## src/lbm_pkg.sv

```systemverilog
// Package of constants for the local bus peripheral interrupt mask block
// ==========================================================================
// Function
// - A set channel A message-end mask bit makes the block ignore channel A message-end events.
// - A set channel A pool-full mask bit makes the block ignore channel A pool-full events.
// - A set channel B message-end mask bit makes the block ignore channel B message-end events.
// - Interrupt mode on channel A addresses the peripheral with offset A and FIFO pointer A.
// - Interrupt mode on channel B addresses the peripheral with offset B and FIFO pointer B.
// - DMA transfers on channel A use offset C and FIFO pointer C.
// - DMA transfers on channel B use offset D and FIFO pointer D.
// - A set channel B mask-all bit makes the block ignore every channel B event.
// - A set channel B transmit-ready mask bit makes the block ignore channel B transmit-ready events.
package lbm_pkg;
	// ======================================================================
	// Register map
	localparam logic [3:0] LBM_ADDR_MASK = 4'h0; // Peripheral mask register
	localparam logic [3:0] LBM_ADDR_MODE = 4'h1; // Transfer mode select
	localparam logic [3:0] LBM_ADDR_PTRA = 4'h2; // Offset/FIFO pointer set A
	localparam logic [3:0] LBM_ADDR_PTRB = 4'h3;
	localparam logic [3:0] LBM_ADDR_PTRC = 4'h4;
	localparam logic [3:0] LBM_ADDR_PTRD = 4'h5;
	localparam logic [3:0] LBM_ADDR_STAT = 4'h6; // Sticky event status, write one to clear
	localparam logic [3:0] LBM_ADDR_IEN = 4'h7; // Interrupt enable mask
	// ======================================================================
	// Mask register field positions
	localparam int LBM_B_PF_A = 0;
	localparam int LBM_B_ME_A = 1;
	localparam int LBM_B_TX_A = 2;
	localparam int LBM_B_ALL_A = 3;
	localparam int LBM_B_PF_B = 4;
	localparam int LBM_B_ME_B = 5;
	localparam int LBM_B_TX_B = 6;
	localparam int LBM_B_ALL_B = 7;
	localparam logic [7:0] LBM_MASK_RST = 8'h00;
	localparam logic [1:0] LBM_MODE_RST = 2'h0;
	localparam logic [15:0] LBM_PTR_RST = 16'h0000;
	localparam logic [31:0] LBM_ZERO = 32'h00000000;
	// Status bits: per-channel passed events, layout as the mask's low 3 bits
	localparam int LBM_NSTAT = 6;
	// Pointer word: offset in bits 7:0, FIFO pointer in bits 15:8
	localparam int LBM_PTR_OFS_LO = 0;
	localparam int LBM_PTR_FIFO_LO = 8;
	typedef enum logic [1:0] {
		LBM_MODE_INT_A = 2'b00,
		LBM_MODE_INT_B = 2'b01,
		LBM_MODE_DMA_A = 2'b10,
		LBM_MODE_DMA_B = 2'b11
	} lbm_mode_e;
endpackage : lbm_pkg

```

## src/lbm_chan_filter.sv

```systemverilog
// Per-channel interrupt filter for one peripheral channel
`timescale 1ns/10ps
`default_nettype none
module lbm_chan_filter (
	input wire logic mask_all, // Hide every event of this channel
	input wire logic tx_mask, // Hide transmit-pool-ready
	input wire logic me_mask, // Hide receive-message-end
	input wire logic pf_mask, // Hide receive-pool-full
	input wire logic [2:0] ev_raw, // Raw events: 2 tx ready, 1 msg end, 0 pool full
	output logic [2:0] ev_kept // Events that survive the masks
);
	// Mask-all overrides the individual bits
	assign ev_kept[2] = ev_raw[2] & ~tx_mask & ~mask_all;
	assign ev_kept[1] = ev_raw[1] & ~me_mask & ~mask_all;
	assign ev_kept[0] = ev_raw[0] & ~pf_mask & ~mask_all;
endmodule : lbm_chan_filter
`default_nettype wire

```

## src/lbm_ptr_sel.sv

```systemverilog
// Transfer mode pointer selector
`timescale 1ns/10ps
`default_nettype none
module lbm_ptr_sel (
	input wire lbm_pkg::lbm_mode_e mode, // Selected transfer mode
	input wire logic [15:0] ptr_a, // Pointer set A
	input wire logic [15:0] ptr_b, // Pointer set B
	input wire logic [15:0] ptr_c, // Pointer set C
	input wire logic [15:0] ptr_d, // Pointer set D
	output logic [15:0] ptr_sel // Pointer set in use
);
	import lbm_pkg::*;
	// One pointer pair per mode
	always_comb begin
		case (mode)
			LBM_MODE_INT_A: ptr_sel = ptr_a;
			LBM_MODE_INT_B: ptr_sel = ptr_b;
			LBM_MODE_DMA_A: ptr_sel = ptr_c;
			LBM_MODE_DMA_B: ptr_sel = ptr_d;
			default: ptr_sel = ptr_a;
		endcase
	end
endmodule : lbm_ptr_sel
`default_nettype wire

```

## src/lbm_top.sv

```systemverilog
// Interrupt masking and pointer selection for the two-channel bus peripheral
//
// The implementer's own choices: the plain strobed port and the register addresses.
`timescale 1ns/10ps
`default_nettype none
module lbm_top (
	input wire logic ref_clk, // System clock, 200 MHz
	input wire logic sys_rst, // Asynchronous reset, active high
	input wire logic clk_en, // Freezes all state while low
	input wire logic [3:0] reg_addr, // Register index
	input wire logic [31:0] reg_wdata, // Write data
	input wire logic reg_wr, // Write strobe
	input wire logic reg_rd, // Read strobe
	output logic [31:0] reg_rdata, // Read data, cycle after strobe
	input wire logic [2:0] periph_irq_a, // Channel A events: 2 tx, 1 msg end, 0 pool full
	input wire logic [2:0] periph_irq_b, // Channel B events, same layout
	output logic [2:0] irq_pass_a, // Registered surviving A events
	output logic [2:0] irq_pass_b, // Registered surviving B events
	output logic [7:0] ptr_offset, // Offset pointer in use
	output logic [7:0] ptr_fifo, // FIFO pointer in use
	output lbm_pkg::lbm_mode_e mode_cur, // Current transfer mode
	output logic irq // Level interrupt
);
	import lbm_pkg::*;

	// ======================================================================
	// Register state
	logic [7:0] mask_reg;
	lbm_mode_e mode_reg;
	logic [15:0] ptr_a_reg, ptr_b_reg, ptr_c_reg, ptr_d_reg;
	logic [LBM_NSTAT-1:0] stat_reg;
	logic [LBM_NSTAT-1:0] ien_reg;
	logic [2:0] filt_a, filt_b;
	logic [15:0] ptr_sel;
	logic wr_mask, wr_mode, wr_stat, wr_ien;

	assign wr_mask = reg_wr & (reg_addr == LBM_ADDR_MASK);
	assign wr_mode = reg_wr & (reg_addr == LBM_ADDR_MODE);
	assign wr_stat = reg_wr & (reg_addr == LBM_ADDR_STAT);
	assign wr_ien = reg_wr & (reg_addr == LBM_ADDR_IEN);

	// Mask register; its value is software's to choose per peripheral
	always_ff @(posedge ref_clk or posedge sys_rst) begin
		if (sys_rst) begin
			mask_reg <= LBM_MASK_RST;
		end else if (clk_en && wr_mask) begin
			mask_reg <= reg_wdata[7:0];
		end
	end

	// Transfer mode
	always_ff @(posedge ref_clk or posedge sys_rst) begin
		if (sys_rst) begin
			mode_reg <= lbm_mode_e'(LBM_MODE_RST);
		end else if (clk_en && wr_mode) begin
			mode_reg <= lbm_mode_e'(reg_wdata[1:0]);
		end
	end

	// Pointer sets, one per mode
	always_ff @(posedge ref_clk or posedge sys_rst) begin
		if (sys_rst) begin
			ptr_a_reg <= LBM_PTR_RST;
			ptr_b_reg <= LBM_PTR_RST;
			ptr_c_reg <= LBM_PTR_RST;
			ptr_d_reg <= LBM_PTR_RST;
		end else if (clk_en && reg_wr) begin
			if (reg_addr == LBM_ADDR_PTRA) ptr_a_reg <= reg_wdata[15:0];
			if (reg_addr == LBM_ADDR_PTRB) ptr_b_reg <= reg_wdata[15:0];
			if (reg_addr == LBM_ADDR_PTRC) ptr_c_reg <= reg_wdata[15:0];
			if (reg_addr == LBM_ADDR_PTRD) ptr_d_reg <= reg_wdata[15:0];
		end
	end

	// ======================================================================
	// Channel filters
	lbm_chan_filter u_filt_a (
		.mask_all(mask_reg[LBM_B_ALL_A]),
		.tx_mask(mask_reg[LBM_B_TX_A]),
		.me_mask(mask_reg[LBM_B_ME_A]),
		.pf_mask(mask_reg[LBM_B_PF_A]),
		.ev_raw(periph_irq_a),
		.ev_kept(filt_a)
	);
	lbm_chan_filter u_filt_b (
		.mask_all(mask_reg[LBM_B_ALL_B]),
		.tx_mask(mask_reg[LBM_B_TX_B]),
		.me_mask(mask_reg[LBM_B_ME_B]),
		.pf_mask(mask_reg[LBM_B_PF_B]),
		.ev_raw(periph_irq_b),
		.ev_kept(filt_b)
	);

	lbm_ptr_sel u_sel (
		.mode(mode_reg),
		.ptr_a(ptr_a_reg),
		.ptr_b(ptr_b_reg),
		.ptr_c(ptr_c_reg),
		.ptr_d(ptr_d_reg),
		.ptr_sel(ptr_sel)
	);

	// Sticky status: a new event wins over a write-one clear in the same cycle
	genvar gi;
	generate
		for (gi = 0; gi < LBM_NSTAT; gi++) begin : g_stat
			logic ev;
			assign ev = (gi < 3) ? filt_a[gi % 3] : filt_b[gi % 3];
			always_ff @(posedge ref_clk or posedge sys_rst) begin
				if (sys_rst) begin
					stat_reg[gi] <= 1'b0;
				end else if (clk_en) begin
					stat_reg[gi] <= ev | (stat_reg[gi] & ~(wr_stat & reg_wdata[gi]));
				end
			end
		end
	endgenerate

	// Interrupt enable mask
	always_ff @(posedge ref_clk or posedge sys_rst) begin
		if (sys_rst) begin
			ien_reg <= '0;
		end else if (clk_en && wr_ien) begin
			ien_reg <= reg_wdata[LBM_NSTAT-1:0];
		end
	end

	// ======================================================================
	// Registered outputs; pointer and events lag their cause by one cycle
	always_ff @(posedge ref_clk or posedge sys_rst) begin
		if (sys_rst) begin
			irq_pass_a <= 3'h0;
			irq_pass_b <= 3'h0;
			ptr_offset <= 8'h00;
			ptr_fifo <= 8'h00;
			mode_cur <= lbm_mode_e'(LBM_MODE_RST);
			irq <= 1'b0;
		end else if (clk_en) begin
			irq_pass_a <= filt_a;
			irq_pass_b <= filt_b;
			ptr_offset <= ptr_sel[LBM_PTR_OFS_LO +: 8];
			ptr_fifo <= ptr_sel[LBM_PTR_FIFO_LO +: 8];
			mode_cur <= mode_reg;
			irq <= |(stat_reg & ien_reg);
		end
	end

	// Read port: data the cycle after the strobe, unmapped reads zero
	always_ff @(posedge ref_clk or posedge sys_rst) begin
		if (sys_rst) begin
			reg_rdata <= LBM_ZERO;
		end else if (clk_en) begin
			if (reg_rd) begin
				case (reg_addr)
					LBM_ADDR_MASK: reg_rdata <= {24'h000000, mask_reg};
					LBM_ADDR_MODE: reg_rdata <= {30'h0, mode_reg};
					LBM_ADDR_PTRA: reg_rdata <= {16'h0000, ptr_a_reg};
					LBM_ADDR_PTRB: reg_rdata <= {16'h0000, ptr_b_reg};
					LBM_ADDR_PTRC: reg_rdata <= {16'h0000, ptr_c_reg};
					LBM_ADDR_PTRD: reg_rdata <= {16'h0000, ptr_d_reg};
					LBM_ADDR_STAT: reg_rdata <= {26'h0, stat_reg};
					LBM_ADDR_IEN: reg_rdata <= {26'h0, ien_reg};
					default: reg_rdata <= LBM_ZERO;
				endcase
			end else begin
				reg_rdata <= LBM_ZERO;
			end
		end
	end
endmodule : lbm_top
`default_nettype wire

```

## config.mk

```make
export PLATFORM = sky130hd
export DESIGN_NAME = lbm_top
export DESIGN_NICKNAME = d
export VERILOG_FILES = /design/src/lbm_pkg.sv /design/src/lbm_chan_filter.sv /design/src/lbm_ptr_sel.sv /design/src/lbm_top.sv
export SDC_FILE = /design/constraint.sdc
export NUM_CORES = 1
export LEC_CHECK = 0
export ABC_CLOCK_PERIOD_IN_PS = 4400
export BUFFER_PORTS_ARGS = -buffer_cell sky130_fd_sc_hd__buf_4
export CORE_MARGIN = 2
export CORE_UTILIZATION = 25
export CTS_BUF_LIST = sky130_fd_sc_hd__clkbuf_4
export DETAILED_ROUTE_END_ITERATION = 10
export GPL_ROUTABILITY_DRIVEN = 0
export PLACE_DENSITY = 0.46
export SLEW_MARGIN = 20
export SYNTH_ARGS = -nofsm -noshare
export SYNTH_HDL_FRONTEND = slang
export SYNTH_HIERARCHICAL = 1
export SYNTH_SLANG_ARGS = --single-unit
```

## constraint.sdc

```tcl
create_clock -name ref_clk -period 4.4 [get_ports ref_clk]
set_input_delay 0.44 -clock ref_clk [delete_from_list [all_inputs] [get_ports ref_clk]]
set_output_delay 0.44 -clock ref_clk [all_outputs]
set_load 0.01 [all_outputs]
```

==> run metrics <==
multi-input combinational cell area ~2600 um^2; Critical Path End Type register; GRT Util Overall 13.7%; number of flops mapped to enable cells by yosys 0; placed cell area 6820 um^2; Tmin final ~2.2 ns; first-pass GRT wire length between 20000 and 30000 um; PD cells 446 nW/um^2; IO Pins 104; initial DRC count ~240; CP Cell Sequence buf_4, and2b_2, nand3_4, nor3b_4, buf_4, mux2_2; total vias in the final route 3980; switching power total about 930 uW; GRT Residual Overflow 0; Resize count post-CTS 0; post-CTS setup buffer count 0; Peak supply drop 165 uV; LEAKAGE 0.00318 uW; Clock Sinks 127; Crit Path Category input port to register; CP Max Fanout 36; H-tree levels 4; drt first pass iters 4; fillcell total 2430; ANT cells 0; HP Class input port to async pin; die span in x 160 um; Min Hold Slack between 0.07 and 0.08 ns; Num CTS Buffers 17; Post-Synthesis Cells roughly 430; ys async rst share 100%; switching share of power 29.1%; total of max-cap violations 0; Worst-Margin Slew 1.10 ns; leading area contributor after synthesis dfrtp_1; slew margin rel. 26.8%; DP Wirelength 11100 um; synth warn 6; # placed instances ~800; wire per inst 20.6 um; Die H 160 um; Root Buffer clkbuf_4; CP max stage cell nor3b_4; post-synth top area share between 50% and 60%; Clock Tree Buf Depth 2; Distinct cells, synth 47; FP Rows 56; synth top area cells dfrtp_1 (52%), mux2_2 (20%), mux4_2 (4.1%), mux4_1 (2.6%), buf_4 (2.1%); clock power share 28.5%; Period Utilization, post-route 50.6%; DRC 0; Finished Layout Cells 828; Final TNS setup 0 ns; Fmax 0.449 GHz; most frequent cells in the layout dfrtp_1 (127), mux2_2 (108), buf_4 (78); Setup-failing EPs final 0; TritonCTS clock tree yes; layout cells sized above 1 46.0%; status finished, final reports clean; core area 23600 um^2; total wire length 17000 um; initial antenna violation count 0; Worst-path clk slew 0.12 ns; Synth Cell Area 6060 um^2; die area 25500 um^2; # hold bufs at CTS 0; RSZ-0062 raised after global routing no; IO Port Bufs 71; total power about 3200 uW; CP arrival about 2.7 ns; combinational share of power between 20 and 25%; area grow syn2layout 17.8%; final net count 543; Syn Area/Cell 14.2 um^2; Seq pwr share roughly 50%; Initial Util 25.7%; Main synth FF type dfrtp_1; vias in the first global route 4247; post-route antenna net violation count 0; Hold Fails Final Rpt 0; CP most frequent cell buf_4; register area share after synthesis 52.5%; startpoint types input port; internal power around 2300 uW; post-route cell area just over 7000 um^2; clk_lat worst skew 0.55 ns; Required @ worst endpoint 4.83 ns; Avg Vias per Cell between 4 and 5; CP max stage delay 0.65 ns; largest net degree at the start of global routing 75; Reg area 3180 um^2; commonest non-fill, non-tap cell in the layout dfrtp_1; synthesis-stage register bit count 127; fin. max-slew vios 0; Post-Route Skew just over 0.02 ns
## worst max-delay path: cells and delay by family
family        cells  cell delay [ns]
buf+inv           2             0.78
simple gates      3             1.06
mux               1             0.36
## logic make-up (layout without fill, tap and decap cells)
| logic type | count (synthesis) | in the layout | synth area share [%] |
|---|---|---|---|
| mux | 132 | 132 | 27.9 |
| buf+inv | 46 | 113 | 4.79 |
| simple gates | 48 | 48 | 5.21 |
| compound gates | 73 | 73 | 9.54 |
| other cells | 1 | 16 | 0.0619 |
| flops | 127 | 127 | 52.5 |
## final timing paths
check	start	end	slack, ns	cells after the start
max in group asynchronous	sys_rst	reg_rdata[7]	3.32	3
min reg2reg	reg_rdata[13]	reg_rdata[13]	0.52	1
min in group ref_clk	reg_wdata[13]	ptr_c_reg[13]	0.14	2
max	clk_en	ptr_b_reg[11]	2.17	6
max reg2reg	mode_reg[1]	ptr_offset[4]	2.44	2
min	sys_rst	ptr_offset[1]	0.08	2
## stage by stage
| stage | setup WS (ns) | util, % |
|---|---|---|
| floorplan | 0.576 | - |
| global placement | 1.67 | 28.9 |
| finish | 2.17 | 30.2 |
| CTS | 2.23 | 30.2 |
| detailed placement | 1.62 | 28.9 |
| global route | 2.17 | 30.2 |
## metal layers
metal / vias up / global-route usage (%) / wire length, um
met3: 15 / 3.51 / 908
li1: 1754 / - / -
met2: 145 / 22.3 / 8280
met1: 2066 / 18.1 / 7680
met4: 0 / 3.43 / 152
met5: - / 0 / 0
## power by group through the flow
stage / combinational [uW] / sequential, uW / clock [uW]
final: 702 / 1570 / 907
after detailed placement: 713 / 1600 / 0
after CTS: 716 / 1580 / 938
after global routing: 762 / 1610 / 992
after global placement: 699 / 1590 / 0
after floorplan: 449 / 1560 / 0
## Yosys cell counts, types with 2 or more instances
cell type and number:
nand3_1 3, nor2b_1 3, a221oi_1 10, buf_2 12, buf_4 17, mux4_1 6
mux2_2 108, nor3b_1 8, mux4_2 11, a21oi_1 4, nor3b_4 2, mux2i_1 7
o2bb2ai_1 6, nand2_1 13, a221o_1 3, inv_1 3, a32o_1 5, dfrtp_1 127
o21ai_0 6, a22o_1 13, clkbuf_1 9, buf_6 3, o22ai_1 5, nor2_1 4
a22oi_1 13, a2bb2oi_1 3, and3_1 2, and2_1 2
## cell type report
type | count | share of cell area (%)
repair buffers | 78 | 8.21
well taps | 319 | 5.59
flip-flops and latches | 127 | 44.5
clock inverters | 13 | 2.39
clock buffers | 19 | 2.00
multi-input cells | 269 | 37.1
inverters | 3 | 0.193
Note: power is estimated with default switching activity, not from simulation.
